[src/adc_scan_map.svh]
// Purpose: Constants for the converter boundary-scan cells.
// Assumes: Included by its bare name after the package.
// Notes: Offsets are byte addresses on the plain register port.
`ifndef ADC_SCAN_MAP_SVH
`define ADC_SCAN_MAP_SVH

// Chain geometry: observe cell at bit 0, control cells above it.
`define CHAIN_LEN 28
`define SYNC_WIDTH 7

// Register offsets on the software port.
`define REG_CTRL 4'h0
`define REG_APPLIED 4'h4
`define REG_STATUS 4'h8

// Field positions.
`define CTRL_DRIVE_BIT 0
`define STATUS_COMP_BIT 0
`define STATUS_DRIVE_BIT 1

// Reset values.
`define CTRL_DRIVE_RESET 1'h0
`define SHIFT_RESET 28'h0000000

// Recommended idle values of the control cells.
`define IDLE_AMP_CLOCK 1'h0
`define IDLE_PATH_EN 1'h0
`define IDLE_BG_NEG 1'h0
`define IDLE_POWER_ON 1'h0
`define IDLE_AMP_POWER 1'h0
`define IDLE_DAC_CODE 10'h200
`define IDLE_BYPASS 1'h1
`define IDLE_NEG_GROUND 1'h0
`define IDLE_SAMPLE_HOLD 1'h1
`define IDLE_BG_REF 1'h0
`define IDLE_INPUT_SELECT 8'h01

`endif

[src/adc_scan_pkg.sv]
// Purpose: Types shared by the converter boundary-scan cells.
// Assumes: Constants come from adc_scan_map.svh.
// Notes: Field order of adc_ctrl_t is the shift order, top first.
package adc_scan_pkg;

    // Digital controls that the cells apply to the converter macro.
    typedef struct packed {
        logic ampClock;
        logic ampToComparatorPathEn;
        logic bandgapNegInputEn;
        logic converterPowerOn;
        logic diffAmpPowerOn;
        logic [9:0] dacCode;
        logic ampBypassRoute;
        logic negInputGround;
        logic sampleHold;
        logic bandgapAsDacReference;
        logic [7:0] inputSelect;
    } adc_ctrl_t;

    // Levels coming from the test access port controller.
    typedef struct packed {
        logic tck;
        logic tdi;
        logic chainSelected;
        logic captureDr;
        logic shiftDr;
        logic updateDr;
    } tap_ctrl_t;

    // State of the two-flop synchroniser.
    typedef struct packed {
        logic [6:0] first;
        logic [6:0] second;
    } sync_pair_t;

    // State of the scan cell block.
    typedef struct packed {
        tap_ctrl_t tapPrev;
        logic [27:0] shiftReg;
        adc_ctrl_t update;
        logic driveEn;
        adc_ctrl_t convOut;
        logic tdo;
        logic [31:0] readData;
    } scan_state_t;

endpackage

[src/adc_boundary_scan_cells.sv]
// Purpose: Boundary-scan control and observe cells at the converter.
// Assumes: Test port levels change after the falling test clock edge.
// Assumes: Test clock is far slower than core_clk (160 ns here).
// Notes: Cells capture and shift on rising, update on falling edges.
`timescale 1ns/1ps
`include "adc_scan_map.svh"

module adc_boundary_scan_cells
    import adc_scan_pkg::*;
(
    input wire logic core_clk,
    input wire logic srst,
    // Test access port levels; all but tdo are asynchronous to core_clk.
    input wire logic tck,
    input wire logic tdi,
    input wire logic chainSelected,
    input wire logic captureDr,
    input wire logic shiftDr,
    input wire logic updateDr,
    output logic tdo,
    // Comparator result from the converter macro, asynchronous.
    input wire logic comparatorOut,
    // Controls applied to the converter macro.
    output adc_ctrl_t convCtrl,
    // Plain register port.
    input wire logic [3:0] regAddr,
    input wire logic [31:0] regWriteData,
    input wire logic regWrite,
    input wire logic regRead,
    output logic [31:0] regReadData
);

    scan_state_t state_q;
    scan_state_t state_d;
    tap_ctrl_t tapIn;
    tap_ctrl_t tapSync;
    logic compSync;
    logic [`SYNC_WIDTH-1:0] syncRaw;
    logic [`SYNC_WIDTH-1:0] syncVec;
    logic tckRise;
    logic tckFall;

    // Recommended idle pattern, the state of an unused converter.
    function automatic adc_ctrl_t idleCells();
        adc_ctrl_t c;
        c.ampClock = `IDLE_AMP_CLOCK;
        c.ampToComparatorPathEn = `IDLE_PATH_EN;
        c.bandgapNegInputEn = `IDLE_BG_NEG;
        c.converterPowerOn = `IDLE_POWER_ON;
        c.diffAmpPowerOn = `IDLE_AMP_POWER;
        c.dacCode = `IDLE_DAC_CODE;
        c.ampBypassRoute = `IDLE_BYPASS;
        c.negInputGround = `IDLE_NEG_GROUND;
        c.sampleHold = `IDLE_SAMPLE_HOLD;
        c.bandgapAsDacReference = `IDLE_BG_REF;
        c.inputSelect = `IDLE_INPUT_SELECT;
        return c;
    endfunction

    // Gather the asynchronous levels for the synchroniser.
    always_comb
    begin
        tapIn.tck = tck;
        tapIn.tdi = tdi;
        tapIn.chainSelected = chainSelected;
        tapIn.captureDr = captureDr;
        tapIn.shiftDr = shiftDr;
        tapIn.updateDr = updateDr;
    end

    assign syncRaw = {tapIn, comparatorOut};

    scan_input_sync inputSync
    (
        .core_clk(core_clk),
        .srst(srst),
        .asyncIn(syncRaw),
        .syncOut(syncVec)
    );

    // Split the synchronised levels back into their fields.
    assign {tapSync, compSync} = syncVec;

    // Test clock edges found by the core clock.
    assign tckRise = tapSync.tck & ~state_q.tapPrev.tck;
    assign tckFall = ~tapSync.tck & state_q.tapPrev.tck;

    // Next state of the whole block.
    always_comb
    begin
        state_d = state_q;
        state_d.tapPrev = tapSync;

        // Capture and shift act on the levels held before the edge.
        if (tckRise && state_q.tapPrev.chainSelected)
        begin
            if (state_q.tapPrev.captureDr)
            begin
                state_d.shiftReg = {state_q.update, compSync};
            end
            else if (state_q.tapPrev.shiftDr)
            begin
                // Shift in at the top, out from the observe end.
                state_d.shiftReg = {state_q.tapPrev.tdi,
                    state_q.shiftReg[`CHAIN_LEN-1:1]};
            end
        end

        // Update latches take the shifted pattern on the falling edge.
        if (tckFall && state_q.tapPrev.chainSelected &&
            state_q.tapPrev.updateDr)
        begin
            state_d.update = state_q.shiftReg[`CHAIN_LEN-1:1];
        end

        // Output is presented on the falling edge, as the port expects.
        if (tckFall)
        begin
            state_d.tdo = state_q.shiftReg[0];
        end

        // Converter sees the latches only while software allows it.
        if (state_q.driveEn)
        begin
            state_d.convOut.ampClock = state_q.update.ampClock;
            state_d.convOut.ampToComparatorPathEn =
                state_q.update.ampToComparatorPathEn;
            state_d.convOut.bandgapNegInputEn =
                state_q.update.bandgapNegInputEn;
            state_d.convOut.converterPowerOn =
                state_q.update.converterPowerOn;
            state_d.convOut.diffAmpPowerOn = state_q.update.diffAmpPowerOn;
            state_d.convOut.dacCode = state_q.update.dacCode;
            state_d.convOut.ampBypassRoute = state_q.update.ampBypassRoute;
            state_d.convOut.negInputGround = state_q.update.negInputGround;
            state_d.convOut.sampleHold = state_q.update.sampleHold;
            state_d.convOut.bandgapAsDacReference =
                state_q.update.bandgapAsDacReference;
            state_d.convOut.inputSelect = state_q.update.inputSelect;
        end
        else
        begin
            // Quiet converter while software keeps the cells off.
            state_d.convOut = idleCells();
        end

        // Software write to the control register.
        if (regWrite)
        begin
            if (regAddr == `REG_CTRL)
            begin
                state_d.driveEn = regWriteData[`CTRL_DRIVE_BIT];
            end
        end

        // Read data stand for one cycle after the strobe only.
        state_d.readData = '0;
        if (regRead)
        begin
            if (regAddr == `REG_CTRL)
            begin
                state_d.readData[`CTRL_DRIVE_BIT] = state_q.driveEn;
            end
            else if (regAddr == `REG_APPLIED)
            begin
                state_d.readData[`CHAIN_LEN-2:0] = state_q.update;
            end
            else if (regAddr == `REG_STATUS)
            begin
                state_d.readData[`STATUS_COMP_BIT] = compSync;
                state_d.readData[`STATUS_DRIVE_BIT] = state_q.driveEn;
            end
            else
            begin
                state_d.readData = '0; // Unmapped reads return zero.
            end
        end
    end

    // Register the state; reset loads the idle pattern into update and convOut, zeros elsewhere.
    always_ff @(posedge core_clk)
    begin
        if (srst)
        begin
            state_q.tapPrev <= '0;
            state_q.shiftReg <= `SHIFT_RESET;
            state_q.update <= idleCells();
            state_q.driveEn <= `CTRL_DRIVE_RESET;
            state_q.convOut <= idleCells();
            state_q.tdo <= 1'h0;
            state_q.readData <= 32'h00000000;
        end
        else
        begin
            state_q <= state_d;
        end
    end

    // Outputs come straight from the state flops.
    assign tdo = state_q.tdo;
    assign convCtrl = state_q.convOut;
    assign regReadData = state_q.readData;

    // The test controller keeps hold against the amplifier clock and
    // the DAC steady while sampling; nothing here enforces either.
    // relies on controller

endmodule

[src/scan_input_sync.sv]
// Purpose: Two-flop synchroniser for the scan pins and comparator.
// Assumes: All inputs are asynchronous levels.
// Notes: The first stage feeds only the second stage.
`timescale 1ns/1ps
`include "adc_scan_map.svh"

module scan_input_sync
    import adc_scan_pkg::*;
(
    input wire logic core_clk,
    input wire logic srst,
    input wire logic [`SYNC_WIDTH-1:0] asyncIn,
    output logic [`SYNC_WIDTH-1:0] syncOut
);

    sync_pair_t state_q;
    sync_pair_t state_d;

    // Shift the asynchronous levels through two stages.
    always_comb
    begin
        state_d = state_q;
        state_d.first = asyncIn;
        state_d.second = state_q.first;
    end

    // Register the stages; reset clears both.
    always_ff @(posedge core_clk)
    begin
        if (srst)
        begin
            state_q <= '0;
        end
        else
        begin
            state_q <= state_d;
        end
    end

    assign syncOut = state_q.second;

endmodule

[config.mk]
export PLATFORM = sky130hd
export DESIGN_NAME = adc_boundary_scan_cells
export DESIGN_NICKNAME = d
export VERILOG_FILES = /design/src/adc_scan_pkg.sv /design/src/adc_boundary_scan_cells.sv /design/src/scan_input_sync.sv
export VERILOG_INCLUDE_DIRS = /design/src /design/src/src
export SDC_FILE = /design/constraint.sdc
export NUM_CORES = 1
export LEC_CHECK = 0
export ABC_AREA = 1
export BUFFER_PORTS_ARGS = -buffer_cell sky130_fd_sc_hd__buf_2
export CAP_MARGIN = 30
export CORE_ASPECT_RATIO = 1.1
export CORE_MARGIN = 2
export CORE_UTILIZATION = 35
export DETAILED_ROUTE_END_ITERATION = 12
export GPL_ROUTABILITY_DRIVEN = 0
export PLACE_DENSITY = 0.57
export SYNTH_ARGS = -nofsm -noshare
export SYNTH_HDL_FRONTEND = slang
export SYNTH_HIERARCHICAL = 1
export SYNTH_SLANG_ARGS = --single-unit
[constraint.sdc]
create_clock -name core_clk -period 1 [get_ports core_clk]
set_input_delay 0.05 -clock core_clk [delete_from_list [all_inputs] [get_ports core_clk]]
set_output_delay 0.05 -clock core_clk [all_outputs]
set_load 0.05 [all_outputs]
# ---- After elaboration in Yosys (flattened, before gate mapping)
# Cells that the tools add are included.
dict set report totals {
  ff_bits 136
  inputBits 47
  out_inout_bits 60
  elab_cells 61
}
dict set report classes {
  eq_ne 2
  muxes 5
  n_bitwise 7
  reduce_logical 11
}
# op n
set op_table {}
lappend op_table {{$mux W28} 2}
lappend op_table {{$not A1 Y1} 5}
lappend op_table {{$eq A4 B3 Y1 const B} 1}
lappend op_table {{$eq A4 B4 Y1 const B} 1}
lappend op_table {{$logic_not A4 Y1} 1}
lappend op_table {{$mux W2} 2}
lappend op_table {{$reduce_and A2 Y1} 2}
lappend op_table {{$reduce_or A2 Y1} 2}
lappend op_table {{$reduce_or A4 Y1} 1}
lappend op_table {{$logic_and A1 B1 Y1} 3}
lappend op_table {{$reduce_or A3 Y1} 1}
lappend op_table {{$and A1 B1 Y1} 2}
lappend op_table {{$reduce_bool A2 Y1} 1}
lappend op_table {{$mux W1} 1}

# ---- Depth between registers and ports, before layout
# Gate-level depths: netlist (run 1).
dict set report depth {
  depth_word 4
  mapped_depth 8
  depth_no_buf 6
}

# ---- Cells and area by module
# The synthesis (run 1) kept the hierarchy.
# mod instances cells_per_inst area_per_inst_um2 seq_area_each_um2
set modules_own_cells {}
lappend modules_own_cells {adc_boundary_scan_cells 1 662 4755.8 2342.2}
lappend modules_own_cells {scan_input_sync 1 43 396.6 280.3}

# ---- Least setup slack after synthesis (run 1)
# No wires, ideal clock.
dict set report synth_path {
  kind {flip-flop to flip-flop}
  start {register state_q[121] (netlist bit)}
  end {register state_q[94] (netlist bit)}
  setup_ns 0.113
  arrival_ns 0.923
  t_required_ns 0.887
  path_slack_ns -0.036
  path_stages_with_launch 9
  n_path_buf 2
  period_less_slack_ns 1.036
  cell_sequence {dfxtp_1 -> inv_1 -> nand3_1 -> nor2_1 -> buf_4 -> buf_4 -> nand2_1 -> nand2_1 -> nor2_1}
}
dict set report synth_between {
  elab_chain_cells 4
}
# item line
set synth_rtl {}
lappend synth_rtl {{from (decl)} adc_boundary_scan_cells.sv:33} ;# scan_state_t state_q;
lappend synth_rtl {{from (signal assigned)} adc_boundary_scan_cells.sv:195} ;# state_q <= state_d;
lappend synth_rtl {{$not A1 Y1} adc_boundary_scan_cells.sv:85} ;# assign tckRise = tapSync.tck & ~state_q.tapPrev.tck;
lappend synth_rtl {{$and A1 B1 Y1} adc_boundary_scan_cells.sv:85}
lappend synth_rtl {{$logic_and A1 B1 Y1} adc_boundary_scan_cells.sv:95} ;# if (tckRise && state_q.tapPrev.chainSelected)
lappend synth_rtl {{$reduce_and A2 Y1 (no line)} -}
# No other way between the ends.
# A chain may end at the register's enable or synchronous reset.

# ---- Worst setup path after layout (run 1)
dict set report layout_path {
  start {register state_q[121] (netlist bit)}
  end {register state_q[111] (netlist bit)}
}
# Same word-level chain as after synthesis.

==> results of run 1 <==
-- layout make-up --
cell class,count,area share
flip-flops and latches,131,0.393
multi-input cells,378,0.243
repair buffers,111,0.171
clock buffers,20,0.0695
inverters,112,0.0641
well taps,192,0.0358
clock inverters,12,0.0227
-- routing by layer --
metal	vias to the layer above	GRT usage	wire (um)
li1	2078	-	-
met1	1662	0.161	4730
met2	76	0.229	5090
met3	17	0.0404	375
met4	0	0.0686	265
met5	-	0	0
-- tightest hold or removal path, cell delays in order --
cell and delay (ps):
buf_2 140, inv_2 60, nand2_1 90, a21oi_1 50
-- final timing paths --
| path | from | to | depth (start not counted) |
|---|---|---|---|
| worst max-delay path | state_q[121] | state_q[111] | 8 |
| worst min-delay path | srst | regReadData[1] | 4 |
| worst max register to register | state_q[121] | state_q[111] | 8 |
| worst min register to register | inputSync/state_d[6] | inputSync/syncOut[6] | 2 |
-- placed cells by master (no fill, tap or decap), types with 2 or more instances in the layout --
master / count
a21oi_1: 3
buf_12: 8
buf_16: 2
buf_2: 15
buf_4: 41
buf_6: 26
buf_8: 2
bufinv_16: 3
clkbuf_16: 21
clkbuf_8: 3
clkinv_2: 3
clkinvlp_4: 4
conb_1: 5
dfxtp_1: 121
dfxtp_2: 8
dfxtp_4: 2
dlygate4sd3_1: 13
inv_1: 105
inv_2: 5
nand2_1: 90
nand2_2: 9
nand3_1: 4
nand4_1: 3
nor2_1: 207
nor2_2: 22
nor2_4: 5
o211ai_1: 4
o21ai_0: 19
o21ai_1: 4
-- registers in the layout, summed over array words and instances, names as in the netlist --
signal and flops:
tdo 1, inputSync/state_d 7, state_q 62, convCtrl 27, inputSync/syncOut 7, regReadData 27
-- cells by family after synthesis --
logic type,count (synthesis),share of synthesized area
AND/OR/NAND/NOR,343,0.257
buffers and inverters,200,0.202
other,1,0.000728
AO/OA/AOI/OAI,30,0.0311
flip-flops,131,0.509
-- stage by stage --
step,TNS (ps),cells,utilization
2_1_floorplan,-697,709,-
3_3_place_gp,-5070,899,0.371
3_5_place_dp,-6250,899,0.371
4_1_cts,-7290,956,0.449
5_1_grt,-12570,956,0.467
6_report,-9710,956,0.467
-- repair_timing --
action | 4_1_cts | 5_1_grt
setup buffers | 8 | 2
gates cloned | 4 | 4
pin swaps | 0 | 9
hold buffers | 13 | 0
endpoints found under the hold margin | 10 | 0
endpoints found under the setup margin | 110 | 97
gates resized for setup | 80 | 78
-- power breakdown --
group / internal (mW) / switching [mW]
clock network: 4.11 / 2.32
logic: 0.136 / 0.212
registers: 5.26 / 0.0175
total: 9.50 / 2.55
==> results.md, run 1 <==
* Status: finished with violations
* Failing checks: negative setup slack
* CP arrival at 1540 ps
* Routed Antenna Nets at 0
* FILL cells at 1437
* Clk sinks at 131
* Num CTS Buffers at 17
* Worst Hold Class: input pin to flop
* Nets at 798
* Post-route cell area at 0.00671 mm^2
* Congestion Overflow GR at 0
* Max Buffers Root-to-Sink at 2
* Netlist area before placement at 0.00515 mm^2
* Cell count after synthesis at 705
* Antenna diodes at 0
* Hold slack final at 2.24 ps
* Number of setup violations in the final report at 55
* Placed Area at 0.00534 mm^2
* Top Family by Delay on Critical Path: buffers and inverters
* Routed via count at 3833
* Max Clock Skew at 8.61 ps
* Yosys cell types at 18
* Total die area at 0.0157 mm^2
* Clock latency on the worst-skew pair at 420 ps
* WS Path Type: flop to flop
* Reg clk slew, reported paths at 60 ps
* Average wire per standard cell at 10.9 um
* Worst-path fanout max at 7
* Worst vdd ir at 0.00125 V
* # rows at 46
* DP Worst Slack at -138 ps
* Port buffer count at 70
* Seq cells post-synth at 131
* Post-DP HPWL at 5.54 mm
* Max cap viols at 0
* Global Route Usage Sum at 0.138
* Multi-input logic area at 0.00163 mm^2
* Leakage at 3.10 nW
* Sequential cell area at 0.00264 mm^2
* I/O pins at 107
* Ys flop type: dfxtp_1
* Flop2flop setup slack at -230 ps
* Iteration count of the initial detailed-routing pass at 4
* Area Growth Syn to Fin at 30.3%
* CP startpoint kind: flop
* Syn_area_per_cell at 7.31 um^2
* Initial DRC Count at 145
* Final Max Slew Viols at 0
* Cell-by-cell trace of the critical path: inv_2, nand3_4, nor2_4, buf_12, clkbuf_16, nand2_1, nand2_1, nor2_1
* Clock root cell: clkbuf_16
* Share of post-route cells with drive strength above 1 at 0.243
* Async S/R FF share, synth at 0
* Via density at 4.01
* Setup WS post-layout at -228 ps
* Period utilization at 1.23
* CP max-delay cell: dfxtp_2
* DRT Wirelength at 10.5 mm
* Register area share after synthesis at 0.509
* Fin crit period at 1230 ps
* DIE HEIGHT at 131 um
* Antenna violations before repair at 0
* Worst setup EP type: flop
* Tot Pwr at 12.0 mW
* Die X at 120 um
* Core area at 0.0144 mm^2
* RSZ-0062 raised after global routing: yes
* Most frequent cell after synthesis: nor2_1
* Vias in the first global route at 3470
* Top-area cell type share of the netlist area at 0.509
* Largest net degree at the start of global routing at 57
* P per Cell Area at 1790 mW/mm^2
* Yosys warns at 6
* CP Data Required Time at 1320 ps
* CP most frequent cell: nand2_1
* Bufs and invs on worst path at 3
* CTS tree: done
* H-tree depth at 4
* Synth top cells by count: nor2_1, dfxtp_1, inv_1, nand2_1, buf_4
* Post-synth EDFFs at 0
* Fmax at 814 MHz
* Fin. Hold Viols at 0
* Max incr delay on CP at 340 ps
* Ranking of synthesized cells by area: dfxtp_1, nor2_1, buf_4
* Synth area leader: dfxtp_1
* Initial Utilization at 0.358
* First-pass GRT wire length at 16.8 mm
* Post-route DRC at 0
Power figures use the tool's default switching activity.
==> run 2, diff against run 1 <==
--- a/config.mk
+++ b/config.mk
@@ -15,6 +15,7 @@
 export DETAILED_ROUTE_END_ITERATION = 12
 export GPL_ROUTABILITY_DRIVEN = 0
 export PLACE_DENSITY = 0.57
+export SKIP_CTS_REPAIR_TIMING = 1
 export SYNTH_ARGS = -nofsm -noshare
 export SYNTH_HDL_FRONTEND = slang
 export SYNTH_HIERARCHICAL = 1
==> run 2 against run 1 <==
Net effect: the flow still finishes with violations (negative setup slack); die area unchanged; worst setup slack better by 17 ps; non-clock buffer count increased by 2; clock-buffer cell count unchanged; sequential cell count stayed put; register-to-register slack gained 20 ps; critical path depth did not move; worst hold slack about the same; sequential power is essentially flat; first-iteration DRC count stayed put; clock skew down 0.67 ps; critical path type unchanged; critical endpoint is now state_q[115]; largest power group unchanged.
==> results.md, run 2 (synthesized netlist as in run 1, its figures left out) <==
* Status: finished with violations
* Failing checks: negative setup slack
* First-pass GRT wire length at 15.4 mm (-8.5%)
* Post-route DRC at 0 (unchanged)
* Post-route setup TNS at -8000 ps (+1710 ps)
* DP Worst Slack at -138 ps (unchanged)
* Worst r2r path cells at 8 (unchanged)
* Worst Hold Path EP: regReadData[1]
* Max incr delay on CP at 330 ps (about the same)
* Worst R2R Start: state_q[121]
* Number of setup violations in the final report at 55 (unchanged)
* Reg clk slew, reported paths at 60 ps (about the same)
* Initial Utilization at 0.358 (unchanged)
* Area Growth Syn to Fin at 29.4%
* Worst vdd ir at 0.00115 V (-8.7%)
* RSZ-0062 raised after global routing: yes
* Clock latency on the worst-skew pair at 420 ps (about the same)
* Switching share of total power at 0.210 (-0.00143)
* Fmax at 826 MHz (+1.4%)
* Multi-input logic area at 0.00155 mm^2 (-4.9%)
* Initial DRC Count at 145 (unchanged)
* H-tree depth at 4 (unchanged)
* Max Clock Skew at 7.94 ps (-0.675 ps)
* Fin. Hold Viols at 0 (unchanged)
* Largest net degree at the start of global routing at 57 (unchanged)
* Top Family by Delay on Critical Path: simple AND/OR/NAND/NOR gates
* Placed cells at 899 (unchanged)
* Routed via count at 3860 (+0.70%)
* Clock root cell: clkbuf_16
* Seq pwr share at 0.438 (about the same)
* Finished Layout Cells at 958 (+0.21%)
* DRT Wirelength at 10.6 mm (+1.2%)
* Total die area at 0.0157 mm^2 (unchanged)
* Post-route cell area at 0.00667 mm^2 (-0.67%)
* CTS tree: done
* Period utilization at 1.21 (-0.0172)
* Core area at 0.0144 mm^2 (unchanged)
* Congestion Overflow GR at 0 (unchanged)
* Max FFs per register at 62 (unchanged)
* Sequential cell area at 0.00264 mm^2 (about the same)
* Combinational power share at 0.029 (about the same)
* Bufs and invs on worst path at 3 (unchanged)
* Hold slack final at 2.62 ps (+0.379 ps)
* Fin crit period at 1210 ps (-17.2 ps)
* Iteration count of the initial detailed-routing pass at 4 (unchanged)
* Num CTS Buffers at 17 (unchanged)
* CP Data Required Time at 1310 ps (about the same)
* Largest Register: state_q
* Die X at 120 um (unchanged)
* DIE HEIGHT at 131 um (unchanged)
* Worst hold path cell count at 4 (unchanged)
* P per Cell Area at 1800 mW/mm^2 (+0.56%)
* Average wire per standard cell at 11.1 um (+1.0%)
* # rows at 46 (unchanged)
* Vias in the first global route at 3271 (-5.7%)
* Via density at 4.03 (+0.49%)
* Share of post-route cells with drive strength above 1 at 0.213 (-0.0307)
* I/O pins at 107 (unchanged)
* Sw Pwr at 2.52 mW (-0.79%)
* CP arrival at 1520 ps (-20 ps)
* WS Path Type: flop to flop
* Placed Area at 0.00534 mm^2 (unchanged)
* Commonest cells after routing, fill and taps aside: nor2_1, dfxtp_1, inv_1, nand2_1, buf_4
* Fin util at 0.463 (-0.00313)
* Clk sinks at 131 (unchanged)
* CP startpoint kind: flop
* Max Buffers Root-to-Sink at 2 (unchanged)
* Leakage at 3.11 nW (+0.48%)
* Flop2flop setup slack at -210 ps (+20 ps)
* CP max-delay cell: dfxtp_2
* Cell-by-cell trace of the critical path: inv_2, nand3_2, nor2_4, buf_12, clkbuf_16, nand2_1, nand2_1, nor2_1
* CP most frequent cell: nand2_1
* Post-DP HPWL at 5.54 mm (unchanged)
* Setup WS post-layout at -211 ps (+17.2 ps)
* Antenna violations before repair at 0 (unchanged)
* Max cap viols at 0 (unchanged)
* Clock share of power at 0.532 (about the same)
* FILL cells at 1432 (-0.35%)
* Worst Hold Launch: srst
* Antenna diodes at 0 (unchanged)
* Tot Pwr at 12.0 mW (-0.11%)
* Global Route Usage Sum at 0.126 (-0.0119)
* Worst setup EP type: flop
* Worst Hold Class: input pin to flop
* Crit path from: state_q[121]
* FF-to-FF End: state_q[115]
* Int Pwr at 9.51 mW (about the same)
* Final Max Slew Viols at 0 (unchanged)
* Worst-path fanout max at 6 (-1)
* Nets at 800 (+0.25%)
* Routed Antenna Nets at 0 (unchanged)
* Most common cell after layout, fill and taps aside: nor2_1
* Port buffer count at 70 (unchanged)
[run 2: layout make-up]
| class | instances | area share |
|---|---|---|
| Clock buffer | 20 | 0.0700 |
| Clock inverter | 12 | 0.0229 |
| Inverter | 112 | 0.0645 |
| Multi-Input combinational cell | 378 | 0.233 |
| Sequential cell | 131 | 0.395 |
| Tap cell | 192 | 0.0360 |
| Timing Repair Buffer | 113 | 0.178 |
[run 2: power groups by stage]
stage / logic, mW / clock network (mW) / registers, mW
2_1_floorplan: 0.224 / 0 / 5.38
3_3_place_gp: 0.290 / 0 / 5.38
3_5_place_dp: 0.292 / 0 / 5.38
4_1_cts: 0.293 / 6.53 / 5.27
5_1_grt: 0.394 / 6.82 / 5.27
6_report: 0.354 / 6.41 / 5.27
[run 2: metal layers]
| metal | share of wire | vias up | GRT usage |
|---|---|---|---|
| met5 | 0 | - | 0 |
| met1 | 0.44 | 1688 | 0.149 |
| met4 | 0.022 | 0 | 0.0686 |
| li1 | - | 2080 | - |
| met2 | 0.49 | 75 | 0.202 |
| met3 | 0.042 | 17 | 0.0404 |
[run 2: worst max path at each step]
stage,cells past startpoint,to
floorplan,8,state_q[94]
global placement,6,state_q[100]
detailed placement,6,state_q[114]
CTS,6,state_q[75]
global route,8,state_q[115]
finish,8,state_q[115]
[run 2: tightest hold or removal path, delay by kind of cell]
family	cells	cell delay [ps]
AND/OR/NAND/NOR	1	90
AO/OA/AOI/OAI	1	50
buffers and inverters	2	200
